[src/sram_host_pkg.sv]
/*
  constants and carriers for the static memory host controller.
  assumes a 40 MHz system clock and an asynchronous 128K x 8 memory on the far side.
*/
// What this block does
// - write happens only while both selects and strobe are asserted
// - write data stable 25 ns before and 0 ns after write end
// - address before strobe falls, 35 ns to end, 35 ns pulse, 45 ns cycle; the address is registered on the same edge as strobe falls
// - address held unchanged until write ends, 0 ns hold minimum
// - deselect before retention; wait one read cycle before resuming
// - wait over 45 ns after power-up before any access
package sram_host_pkg;
  localparam int ADDR_W = 17;
  localparam int DATA_W = 8;
  localparam int CLK_MHZ = 40;
  localparam int CLK_PS = 1000000 / CLK_MHZ;
  localparam int DATA_SETUP_NS = 25;
  localparam int ADDR_TO_END_NS = 35;
  localparam int WRITE_PULSE_NS = 35;
  localparam int WRITE_CYCLE_NS = 45;
  localparam int ADDR_ACCESS_NS = 45;
  localparam int GATE_ACCESS_NS = 20;
  localparam int READ_CYCLE_NS = 45;
  localparam int GATE_FLOAT_NS = 15;
  localparam int SELECT_FLOAT_NS = 20;
  localparam int POWERUP_NS = 45;
  // least times round up to whole cycles
  localparam int PULSE_CYC = (WRITE_PULSE_NS * 1000 + CLK_PS - 1) / CLK_PS;
  localparam int WCYC_CYC = (WRITE_CYCLE_NS * 1000 + CLK_PS - 1) / CLK_PS;
  localparam int ACCESS_CYC = (ADDR_ACCESS_NS * 1000 + CLK_PS - 1) / CLK_PS;
  localparam int RCYC_CYC = (READ_CYCLE_NS * 1000 + CLK_PS - 1) / CLK_PS;
  localparam int FLOAT_CYC = (SELECT_FLOAT_NS * 1000 + CLK_PS - 1) / CLK_PS;
  // strictly more than the power-up figure, so one extra cycle
  localparam int POWERUP_CYC = (POWERUP_NS * 1000 + CLK_PS - 1) / CLK_PS + 1;
  localparam int CNT_W = 4;

  typedef struct packed {
    logic write;
    logic [ADDR_W-1:0] addr;
    logic [DATA_W-1:0] wdata;
  } mem_req_t;

  typedef struct packed {
    logic sel_n;
    logic sel;
    logic strobe_n;
    logic gate_n;
  } mem_ctl_t;

  typedef enum logic [5:0] {
    ST_POWERUP = 6'h01,
    ST_IDLE = 6'h02,
    ST_READ = 6'h04,
    ST_WRITE = 6'h08,
    ST_RECOVER = 6'h10,
    ST_RETAIN = 6'h20
  } host_state_t;
endpackage : sram_host_pkg

[src/sram_host.sv]
/*
  host controller driving a 128K x 8 asynchronous static memory over its pins.
  assumes lanes are resolved by the testbench from byte_lanes_oe_n; requests are
  synchronous to sys_clk; memory read data settles within the access count.
*/
`timescale 1ns/1ps
module sram_host #(
  parameter int ADDR_W = sram_host_pkg::ADDR_W,
  parameter int DATA_W = sram_host_pkg::DATA_W
) (
  input wire logic sys_clk, // 40 MHz clock
  input wire logic nrst, // async reset, active low
  input wire logic req_valid, // request present
  input wire sram_host_pkg::mem_req_t req, // request contents
  input wire logic retain_req, // level: hold memory in retention
  output logic req_ready, // controller can take a request
  output logic rdata_valid, // one-cycle pulse with read byte
  output logic [DATA_W-1:0] rdata, // read byte
  output logic retained, // memory is deselected for retention
  output logic [ADDR_W-1:0] word_index_lines, // address pins
  output logic [DATA_W-1:0] byte_lanes_out, // data lanes, driven value
  output logic byte_lanes_oe_n, // low while host drives lanes
  input wire logic [DATA_W-1:0] byte_lanes_in, // data lanes, sensed value
  output sram_host_pkg::mem_ctl_t ctl // select, strobe and gate pins
);
  localparam int CNT_MAX = (1 << sram_host_pkg::CNT_W) - 1;

  // the pin widths are those of the one memory this controller serves
  if (ADDR_W != sram_host_pkg::ADDR_W || DATA_W != sram_host_pkg::DATA_W)
  begin : g_bad_width
    $error("sram_host: memory is fixed at 17 address and 8 data bits");
  end
  // every timing count must fit the down-counter; a write pulse needs at least one cycle
  if (sram_host_pkg::POWERUP_CYC > CNT_MAX || sram_host_pkg::ACCESS_CYC > CNT_MAX ||
      sram_host_pkg::RCYC_CYC > CNT_MAX || sram_host_pkg::FLOAT_CYC > CNT_MAX ||
      sram_host_pkg::WCYC_CYC > CNT_MAX || sram_host_pkg::PULSE_CYC < 1 ||
      sram_host_pkg::WCYC_CYC < sram_host_pkg::PULSE_CYC)
  begin : g_bad_count
    $error("sram_host: timing counts do not fit the cycle counter");
  end

  localparam logic [3:0] PULSE_C = 4'(sram_host_pkg::PULSE_CYC);
  localparam logic [3:0] WCYC_C = 4'(sram_host_pkg::WCYC_CYC);
  localparam logic [3:0] ACCESS_C = 4'(sram_host_pkg::ACCESS_CYC);
  localparam logic [3:0] RCYC_C = 4'(sram_host_pkg::RCYC_CYC);
  localparam logic [3:0] FLOAT_C = 4'(sram_host_pkg::FLOAT_CYC);
  localparam logic [3:0] PWR_C = 4'(sram_host_pkg::POWERUP_CYC);
  localparam logic [3:0] ONE = 4'h1;
  // idle keeps the memory selected with strobe and gate high, so its outputs float
  localparam sram_host_pkg::mem_ctl_t CTL_IDLE = '{sel_n: 1'b0, sel: 1'b1, strobe_n: 1'b1,
    gate_n: 1'b1};
  // either select off would do; both are dropped so one stuck pin cannot wake the memory
  localparam sram_host_pkg::mem_ctl_t CTL_OFF = '{sel_n: 1'b1, sel: 1'b0, strobe_n: 1'b1,
    gate_n: 1'b1};

  sram_host_pkg::host_state_t state_reg, state_next;
  logic [3:0] cnt_reg, cnt_next;
  logic req_ready_reg, req_ready_next;
  logic rdata_valid_reg, rdata_valid_next;
  logic [DATA_W-1:0] rdata_reg, rdata_next;
  logic retained_reg, retained_next;
  logic [ADDR_W-1:0] addr_reg, addr_next;
  logic [DATA_W-1:0] wdata_reg, wdata_next;
  logic oe_n_reg, oe_n_next;
  sram_host_pkg::mem_ctl_t ctl_reg, ctl_next;

  always_comb
  begin
    state_next = state_reg;
    cnt_next = cnt_reg;
    req_ready_next = 1'b0;
    rdata_valid_next = 1'b0;
    rdata_next = rdata_reg;
    retained_next = retained_reg;
    addr_next = addr_reg;
    wdata_next = wdata_reg;
    oe_n_next = 1'b1;
    ctl_next = ctl_reg;
    case (state_reg)
      sram_host_pkg::ST_POWERUP:
      begin
        // memory stays deselected until the supply has settled
        ctl_next = CTL_OFF;
        if (cnt_reg == ONE)
        begin
          state_next = sram_host_pkg::ST_IDLE;
          ctl_next = CTL_IDLE;
          req_ready_next = !retain_req;
        end
        else
          cnt_next = cnt_reg - ONE;
      end
      sram_host_pkg::ST_IDLE:
      begin
        ctl_next = CTL_IDLE;
        // a request already shown ready is honoured before retention is entered
        if (req_valid && req_ready_reg)
        begin
          // address and data change only here, on the same edge on which strobe or gate falls
          addr_next = req.addr;
          wdata_next = req.wdata;
          if (req.write)
          begin
            ctl_next.strobe_n = 1'b0;
            oe_n_next = 1'b0;
            cnt_next = PULSE_C;
            state_next = sram_host_pkg::ST_WRITE;
          end
          else
          begin
            ctl_next.gate_n = 1'b0;
            cnt_next = ACCESS_C;
            state_next = sram_host_pkg::ST_READ;
          end
        end
        else if (retain_req)
        begin
          // deselect first; zero margin is met by flagging one cycle later
          ctl_next = CTL_OFF;
          state_next = sram_host_pkg::ST_RETAIN;
        end
        else
          req_ready_next = 1'b1;
      end
      sram_host_pkg::ST_WRITE:
      begin
        // gate stays high the whole write so the memory never drives
        oe_n_next = 1'b0;
        if (cnt_reg == ONE)
        begin
          // strobe rises; data and address stay until after the edge
          ctl_next.strobe_n = 1'b1;
          cnt_next = WCYC_C - PULSE_C;
          state_next = sram_host_pkg::ST_RECOVER;
        end
        else
          cnt_next = cnt_reg - ONE;
      end
      sram_host_pkg::ST_READ:
      begin
        // gate stays low for the whole access count, then the lanes are sampled once
        if (cnt_reg == ONE)
        begin
          rdata_next = byte_lanes_in;
          rdata_valid_next = 1'b1;
          ctl_next.gate_n = 1'b1;
          cnt_next = FLOAT_C;
          state_next = sram_host_pkg::ST_RECOVER;
        end
        else
          cnt_next = cnt_reg - ONE;
      end
      sram_host_pkg::ST_RECOVER:
      begin
        // lanes released one cycle after the strobe rose; bus turns round here
        if (cnt_reg <= ONE)
        begin
          state_next = sram_host_pkg::ST_IDLE;
          req_ready_next = !retain_req;
        end
        else
          cnt_next = cnt_reg - ONE;
      end
      sram_host_pkg::ST_RETAIN:
      begin
        ctl_next = CTL_OFF;
        retained_next = retain_req;
        if (!retain_req)
        begin
          ctl_next = CTL_IDLE;
          // one full read cycle passes before the next access may start
          cnt_next = RCYC_C;
          state_next = sram_host_pkg::ST_RECOVER;
        end
      end
      default:
      begin
        state_next = sram_host_pkg::ST_POWERUP;
        cnt_next = PWR_C;
        ctl_next = CTL_OFF;
      end
    endcase
  end

  // registers only; every decision is taken in the next-state process
  always_ff @(posedge sys_clk or negedge nrst)
  begin
    if (!nrst)
    begin
      state_reg <= sram_host_pkg::ST_POWERUP;
      cnt_reg <= PWR_C;
      req_ready_reg <= 1'b0;
      rdata_valid_reg <= 1'b0;
      rdata_reg <= '0;
      retained_reg <= 1'b0;
      addr_reg <= '0;
      wdata_reg <= '0;
      oe_n_reg <= 1'b1;
      ctl_reg <= CTL_OFF;
    end
    else
    begin
      state_reg <= state_next;
      cnt_reg <= cnt_next;
      req_ready_reg <= req_ready_next;
      rdata_valid_reg <= rdata_valid_next;
      rdata_reg <= rdata_next;
      retained_reg <= retained_next;
      addr_reg <= addr_next;
      wdata_reg <= wdata_next;
      oe_n_reg <= oe_n_next;
      ctl_reg <= ctl_next;
    end
  end

  // every pin comes straight from a flip-flop, so no glitch reaches the memory
  assign req_ready = req_ready_reg;
  assign rdata_valid = rdata_valid_reg;
  assign rdata = rdata_reg;
  assign retained = retained_reg;
  assign word_index_lines = addr_reg;
  assign byte_lanes_out = wdata_reg;
  assign byte_lanes_oe_n = oe_n_reg;
  assign ctl = ctl_reg;
endmodule : sram_host

[config.mk]
export PLATFORM = sky130hd
export DESIGN_NAME = sram_host
export DESIGN_NICKNAME = d
export VERILOG_FILES = /design/src/sram_host_pkg.sv /design/src/sram_host.sv
export SDC_FILE = /design/constraint.sdc
export NUM_CORES = 1
export LEC_CHECK = 0
export ABC_CLOCK_PERIOD_IN_PS = 4400
export BUFFER_PORTS_ARGS = -buffer_cell sky130_fd_sc_hd__buf_4
export CAP_MARGIN = 20
export CORE_ASPECT_RATIO = 0.6
export CORE_MARGIN = 10
export CORE_UTILIZATION = 53
export CTS_CLUSTER_SIZE = 40
export DETAILED_ROUTE_END_ITERATION = 12
export GPL_ROUTABILITY_DRIVEN = 0
export PLACE_DENSITY = 0.93
export SLEW_MARGIN = 15
export SYNTH_ARGS = -nofsm -noshare
export SYNTH_HDL_FRONTEND = slang
export SYNTH_SLANG_ARGS = --single-unit
[constraint.sdc]
create_clock -name sys_clk -period 4.4 [get_ports sys_clk]
set_input_delay 0.22 -clock sys_clk [delete_from_list [all_inputs] [get_ports sys_clk]]
set_output_delay 0.22 -clock sys_clk [all_outputs]
set_load 0.005 [all_outputs]
# == Word level (Yosys, flattened, before mapping) ==
# Cells that the tools add are included.
# classes
n_addsub,1
magnitude_cmp,1
eq_ne,17
muxes,34
bitwise_logic,2
reduce_logical,12
# ops
op,n
4-bit 2-to-1 mux,9
6-bit 2-to-1 mux,6
6-bit one-hot mux with 5 select lines,1
4-bit one-hot mux with 6 select lines,1
2-bit inequality test (second input constant),8
1-bit 2-to-1 mux,10
1-bit one-hot mux with 5 select lines,2
2-bit one-hot mux with 4 select lines,1
2-bit AND reduction,4
6-bit by 1-bit equality test with 1-bit output (second input constant),1
6-bit by 2-bit equality test with 1-bit output (second input constant),1
6-bit by 3-bit equality test with 1-bit output (second input constant),1
6-bit by 4-bit equality test with 1-bit output (second input constant),1
6-bit by 5-bit equality test with 1-bit output (second input constant),1
6-bit equality test (second input constant),1
2-bit OR reduction,3
5-bit AND reduction,1
4-bit by 1-bit equality test with 1-bit output (second input constant),1
4-bit by 1-bit <= comparator with 1-bit output (second input constant),1
2-bit 2-to-1 mux,2
4-bit AND reduction,1
4-bit by 1-bit subtractor with 4-bit output (second input constant),1
3-bit inequality test (second input constant),1
1-bit one-hot mux with 3 select lines,1
other kinds (6),7
# word_totals
register_bits,51
input_bits,38
output_inout_bits,41
word_cells,80

# == Depth between registers and ports, before layout ==
# Gate-level depths: netlist of run 1.
# logic_depth
word_depth,4
mapped_depth,7
depth_no_buf,7

# == Worst setup path after synthesis of run 1 ==
# Ideal clock, no wire load.
# synth_path
path_type,register -> register
startpoint,register cnt_reg[0]
endpoint,register cnt_reg[3]
setup_ns,0.121
arrival_ns,1.633
required_time_ns,4.279
path_slack_ns,2.646
path_stages_with_launch,7
n_path_buf,0
period_less_slack_ns,1.754
path_cell_list,dfstp_2 > ha_1 > nor3b_2 > nand3_1 > nand4_2 > nor2_1 > a22o_1
# synth_between
elab_chain_len,3
elab_cells_between_ends,11
classes_between,add/sub: 1; order compare: 1; eq/ne: 3; mux: 5; reduce/logical: 1
# synth_rtl
item,line,rtl
from (decl),sram_host.sv:57,"logic [3:0] cnt_reg, cnt_next;"
from (signal assigned),sram_host.sv:204,cnt_reg <= cnt_next;
4-bit by 1-bit subtractor with 4-bit output (tied with other cells),n/a,
4-bit 2-to-1 mux (tied with other cells),sram_host.sv:156,if (cnt_reg <= ONE)
4-bit one-hot mux with 6 select lines / 4-bit AND reduction (equally long branches),n/a,
# Parallel ways exist; a longest one is shown, timed or not. The select of a mux whose other input is x is not followed.
# A chain may end at the register's enable or synchronous reset.

# == Final worst setup path of run 1 ==
# layout_path
startpoint,register state_reg[4]
endpoint,register wdata_reg[4] (netlist: byte_lanes_out[4])
# layout_between
elab_chain_len,2
# layout_rtl
item,line,rtl
from (decl),sram_host.sv:56,"sram_host_pkg::host_state_t state_reg, state_next;"
from (signal assigned),sram_host.sv:190,state_reg <= sram_host_pkg::ST_POWERUP;
from (signal assigned),sram_host.sv:203,state_reg <= state_next;
6-bit by 2-bit equality test with 1-bit output,sram_host.sv:79,case (state_reg)
2-bit AND reduction (no source line),n/a,
to (signal assigned),sram_host.sv:210,wdata_reg <= wdata_next;
to (decl),sram_host.sv:63,"logic [DATA_W-1:0] wdata_reg, wdata_next;"
# No other way between the ends.

==> results.toml, run 1 <==
[status]
outcome = "finished, final reports clean"

[pwr]
peakVddDrop_uv = 302
power.switching_mw = 0.478
pwr-share-clk_pct = 19.5
p_int_mw = 0.926
power_leakage_nw = 1.54
pwr_density_cell_nw_per_um2 = 454
p_comb_share_pct = 33.9
share_seq_of_total_power_pct = 46.5
swShare_pct = 34.0

[place]
hpwl_um = 4710
dpl_cell_area_sq_um = 2990
portBuffers = 78
dp.cells = 314
place_ws_ns = 2.27

[critical_path]
worstSetupPathType = "flop to flop"
critPathMaxStageDelay_ns = 0.59
path_cells = "nor4_4 -> nand4_4 -> mux2_4"
arrival_ns = 2.39
crit_slowest_cell = "nand4_4"
path_max_fanout = 27
critPathLaunchType = "flop"
end_kind = "flop"
cp.required_ns = 4.59

[logic_synthesis]
synthArstFlopShare_pct = 100
syn_area_sq_um = 2370
ys_seq_elements = 51
synth_area_per_cell_sq_um = 13.1
syn_nets = 221
ys_warn_count = 0
netlist-cell-type-count = 46
syn_inst = 181
synthFlopType = "dfrtp_1"
synth_edf_count = 0
yosysSeqAreaShare_pct = 54.2

[finish]
nets = 302
syn2layout_area_growth_pct = 30.4
largest_reg_flops = 17
antenna_cells = 0
multi_input_comb_area_sq_um = 1030
n_fill_cell = 287
drive_gt1_share_pct = 51.7
fin_cells = 323
final_area_sq_um = 3090
seqCellArea_sq_um = 1280

[route]
wl_per_cell_um = 19.3
drt-pass1-iter-count = 4
drtIter0Drc = 178
viasPerCell = 5.53
drc_errors = 0
vias = 1787
wirelength_um = 6240
ant_nets = 0

[timing]
finalCritPeriodShare_pct = 49.8
setup-tns-final_ns = 0
max_slew.worst_pin.slew_ns = 0.644
slew_viol_final = 0
hold_viol_final = 0
rsz0062_at_grt = "false"
slew_headroom_pct = 57.0
fin_hold_ws_ns = 0.0826
setup_viol = 0
worst_slack_ns = 2.21
fin_skew_ns = 0.0102
max_freq_mhz = 456
period_minus_slack_ns = 2.19

[clock_network]
cts_sinks = 51
cts.clk_slew.worst_paths_ns = 0.10
worstSkewPairLatency_ns = 0.31
clock-root-buffer = "clkbuf_8"
cts_resized = 0
h-tree-depth = 2
tritoncts = "built"
clockBufferDepth = 2
cts_inserted_buffers = 5

[global_route]
grt_max_degree = 52
gr-total-overflow = 0
grt_usage_pct = 16.4
grt_pass1_vias = 1897
antenna_found_initial = 0
grt_pass1_wl_um = 10000

[floorplan]
rows = 18
io_pins = 79
die_w_um = 106
die_area_sq_um = 7630
die_h_um = 71.8
core_area_sq_um = 4210
start_util_pct = 56.3

[hold_path]
hold_path.class = "primary input to flop"

[job]
maxCapViolations = 0
==> critical path, delay by kind of cell (launching register included) <==
kind | cells | cell delay, ns
and+or+nand+nor | 2 | 1.03
muxes | 1 | 0.51
DFF | 1 | 0.54
==> per-stage QoR <==
| stage | utilization [%] | total power [mW] |
|---|---|---|
| final | 73.4 | 1.40 |
| after global routing | 73.4 | 1.49 |
| after CTS | 73.4 | 1.40 |
| after detailed placement | 71.1 | 1.13 |
| after global placement | 71.1 | 1.10 |
| after floorplan | - | 0.917 |
==> Yosys cell counts (all sizes together) (2+ instances only) <==
cell    count  area share, %
o21bai      3           0.95
dfstp       7            7.8
nor4b       2            1.0
ha          2            1.1
nor4        2            1.2
nand3       5            1.1
nor3        5            1.3
o21a        3           0.95
inv         5           0.79
buf         5            1.6
a211oi      2           0.63
nor3b       4            1.7
a22oi       2           0.63
nand4       2            1.4
o21ai       6            1.4
nor2b       2           0.53
mux2       33             19
a22o        2           0.74
a21oi      10            2.1
nor2        7            1.1
nand2      12            2.0
nand2b      2           0.53
dfrtp      44             46
==> layout make-up <==
class / instances / share of cell area, %
flip-flops and latches: 51 / 41.6
clock buffers: 5 / 2.23
multi-input cells: 120 / 33.3
inverters: 5 / 0.607
well taps: 60 / 2.43
clock inverters: 3 / 0.607
repair buffers: 79 / 19.3
==> per-layer routing <==
layer | GRT usage [%] | routed length [um] | part of all wire [%]
met1 | 19.4 | 2560 | 41
met2 | 26.4 | 2900 | 46
met3 | 7.68 | 724 | 12
met4 | 4.48 | 57 | 0.91
met5 | 0 | 0 | 0
==> timing repair <==
item,4_1_cts,5_1_grt
hold buffers,1,0
endpoints found under the hold margin,44,0
setup buffers,0,0
==> power by group through the flow <==
stage	sequential, mW	clock, mW	combinational (mW)
after CTS	0.651	0.274	0.476
final	0.653	0.274	0.477
after floorplan	0.632	0	0.285
after global routing	0.665	0.295	0.531
after detailed placement	0.658	0	0.472
after global placement	0.650	0	0.453
==> worst paths after layout <==
kind                                          start                          endpoint  slack [ns]  cells past startpoint
setup / recovery           state_reg[4]$_DFFE_PN0P_     byte_lanes_out[4]$_DFFE_PN0P_        2.21                      3
max in group asynchronous                      nrst  word_index_lines[15]$_DFFE_PN0P_        3.52                      2
hold reg to reg                retained$_DFFE_PN0N_              retained$_DFFE_PN0N_        0.50                      2
setup reg to reg           state_reg[4]$_DFFE_PN0P_     byte_lanes_out[4]$_DFFE_PN0P_        2.21                      3
min in group asynchronous                      nrst                ctl[2]$_DFFE_PN0N_        0.47                      2
hold / removal                              req[25]         byte_lanes_oe_n$_DFF_PN1_        0.08                      2
==> layout by cell type, fill, tap and decap left out, types with 2 or more instances in the layout <==
cell,synthesis,final
nor3b_1,2,2
mux2_4,18,18
a22o_1,2,2
ha_1,2,2
nand2b_1,2,2
a22oi_1,2,2
clkbuf_8,0,5
nor2b_1,2,2
inv_1,5,5
dfstp_2,7,7
a21oi_1,10,10
o21ai_0,5,5
a211oi_1,2,2
nor2_1,7,7
o21bai_1,3,3
o21a_1,3,3
buf_4,0,78
clkinv_2,0,2
nand2_1,11,11
nor3_1,4,4
nor3b_2,2,2
nand3_1,5,5
dfrtp_1,44,44
mux2_2,15,15
==> kinds of logic (layout without fill, tap and decap cells) <==
group / count (synthesis) / count (layout) / share of synthesized area [%]
buffers and inverters: 10 / 92 / 2.38
and+or+nand+nor: 50 / 50 / 13.9
AOI/OAI and AO/OA: 34 / 34 / 9.50
xor gates and xnor gates: 1 / 1 / 0.370
muxes: 33 / 33 / 18.5
DFF: 51 / 51 / 54.2
adders and majority gates: 2 / 2 / 1.06
Power figures use the tool's default switching activity.
==> run 2, diff against run 1 <==
- ABC_CLOCK_PERIOD_IN_PS: 4400 -> 1960
- CORE_UTILIZATION: 53 -> 45
- PLACE_DENSITY: 0.93 -> 0.85
- clock period: 4.4 -> 1.96 ns (I/O delays scaled with it)
==> run 2 against run 1 <==
Net effect: global-route usage down 3.5 points; clock power is 130% higher; power is 130% higher; clock-buffer cell count increased by 1; die area increased by 13%; routed wire length decreased by 8.3%; critical path depth up 3; clock skew grew 0.00075 ns; worst hold slack worse by 0.059 ns.
==> results.toml, run 2 (synthesized netlist as in run 1, its figures left out) <==
[status]
outcome = "finished, final reports clean"

[timing]
slew_viol_final = 0
setup-tns-final_ns = 0
worst_slack_ns = 0.0803
finalCritPeriodShare_pct = 95.9
max_slew.worst_pin.slew_ns = 0.630
max_freq_mhz = 532
fin_hold_ws_ns = 0.0239
slew_headroom_pct = 58.0
hold_viol_final = 0
setup_viol = 0
period_minus_slack_ns = 1.88
fin_skew_ns = 0.0109

[clock_network]
cts_sinks = 51
tritoncts = "built"
h-tree-depth = 2
worstSkewPairLatency_ns = 0.30
clockBufferDepth = 2
clock-root-buffer = "clkbuf_8"
cts_inserted_buffers = 5
cts.clk_slew.worst_paths_ns = 0.09

[place]
dp.cells = 326
portBuffers = 78
place_ws_ns = 0.0125
hpwl_um = 4470

[global_route]
grt_max_degree = 52
grt_pass1_vias = 1834
antenna_found_initial = 0
grt_pass1_wl_um = 9270
grt_usage_pct = 12.9
gr-total-overflow = 0

[finish]
final_common_cell = "buf_4"
n_fill_cell = 414
syn2layout_area_growth_pct = 35.6
drive_gt1_share_pct = 54.0
nets = 311
largest_reg_flops = 17
fin_cells = 338
antenna_cells = 0
layout_common_cells = "buf_4, dfrtp_1, mux2_4, mux2_2, nand2_1"

[route]
viasPerCell = 5.17
ant_nets = 0
drc_errors = 0
wl_per_cell_um = 16.9
drtIter0Drc = 144
vias = 1747
drt-pass1-iter-count = 4
wirelength_um = 5720

[hold_path]
hold_path.class = "primary input to flop"
min_to = "rdata[3]$_DFFE_PN0P_"
hp-start = "byte_lanes_in[3]"
hold_depth = 2

[critical_path]
cp.required_ns = 2.16
r2r_start = "cnt_reg[0]$_DFFE_PN1P_"
critPathLaunchType = "flop"
rrSetupSlack_ns = 0.08
crit_family = "flip-flops"
ff2ff_path_depth = 6
critPathMaxStageDelay_ns = 0.58
worstSetupPathType = "flop to flop"
r2r_end = "cnt_reg[2]$_DFFE_PN0P_"
crit_slowest_cell = "dfstp_2"
end_kind = "flop"
arrival_ns = 2.08
path_max_fanout = 5
crit_buf_inv = 1
path_cells = "ha_1 -> nor3b_2 -> buf_4 -> o21a_1 -> o21bai_1 -> a22o_1"

[floorplan]
die_area_sq_um = 8660
rows = 20
start_util_pct = 46.7
core_area_sq_um = 5080
die_w_um = 114
io_pins = 79
die_h_um = 76.2

[pwr]
peakVddDrop_uv = 681
total_power_mw = 3.19
power_leakage_nw = 1.60
pwr_density_cell_nw_per_um2 = 991

[job]
maxCapViolations = 0
## run 2: stage by stage
| stage | instance area (sq um) | util, % |
|---|---|---|
| 3_3_place_gp | 3060 | 60.2 |
| 4_1_cts | 3180 | 62.7 |
| 2_1_floorplan | 2370 | - |
| 3_5_place_dp | 3060 | 60.2 |
| 5_1_grt | 3210 | 63.3 |
| 6_report | 3210 | 63.3 |
## run 2: worst register-to-register path, stage by stage, from the launching register on
cell and delay (ns):
dfstp_2 0.58, ha_1 0.22, nor3b_2 0.25, buf_4 0.19, o21a_1 0.23, o21bai_1 0.08
a22o_1 0.23
## run 2: power breakdown
group          switching [mW]  internal (mW)
logic                   0.507          0.605
registers               0.177           1.27
clock network           0.339          0.289
## run 2: worst max-delay path by stage
stage | depth (start not counted) | start | end
5_1_grt | 7 | cnt_reg[1]$_DFFE_PN1P_ | cnt_reg[2]$_DFFE_PN0P_
3_3_place_gp | 7 | cnt_reg[0]$_DFFE_PN1P_ | cnt_reg[2]$_DFFE_PN0P_
3_5_place_dp | 7 | cnt_reg[0]$_DFFE_PN1P_ | cnt_reg[2]$_DFFE_PN0P_
4_1_cts | 7 | cnt_reg[0]$_DFFE_PN1P_ | cnt_reg[2]$_DFFE_PN0P_
2_1_floorplan | 6 | cnt_reg[0]$_DFFE_PN1P_ | cnt_reg[3]$_DFFE_PN0P_
6_report | 6 | cnt_reg[0]$_DFFE_PN1P_ | cnt_reg[2]$_DFFE_PN0P_
## run 2: final cells by class
| class | count | area [sq um] | share of cell area (%) |
|---|---|---|---|
| Multi-Input combinational cell | 120 | 1050 | 32.7 |
| Tap cell | 66 | 82.6 | 2.57 |
| Inverter | 5 | 18.8 | 0.584 |
| Timing Repair Buffer | 88 | 681 | 21.2 |
| Clock inverter | 2 | 13.8 | 0.428 |
| Sequential cell | 51 | 1280 | 40.0 |
| Clock buffer | 6 | 82.6 | 2.57 |
## run 2: per-layer routing
metal,track usage [%],share of wire [%],vias up
met4,1.52,0.45,0
met1,17.9,47,841
met2,18.6,44,70
li1,-,-,832
met3,5.11,8.6,4
met5,0,0,-
## run 2: what timing repair did
| item | 4_1_cts | 5_1_grt |
|---|---|---|
| setup endpoints to repair | 0 | 4 |
| hold endpoints to repair | 47 | 0 |
| resized for setup | 0 | 5 |
| buffers inserted | 0 | 1 |
| hold buffers | 3 | 0 |
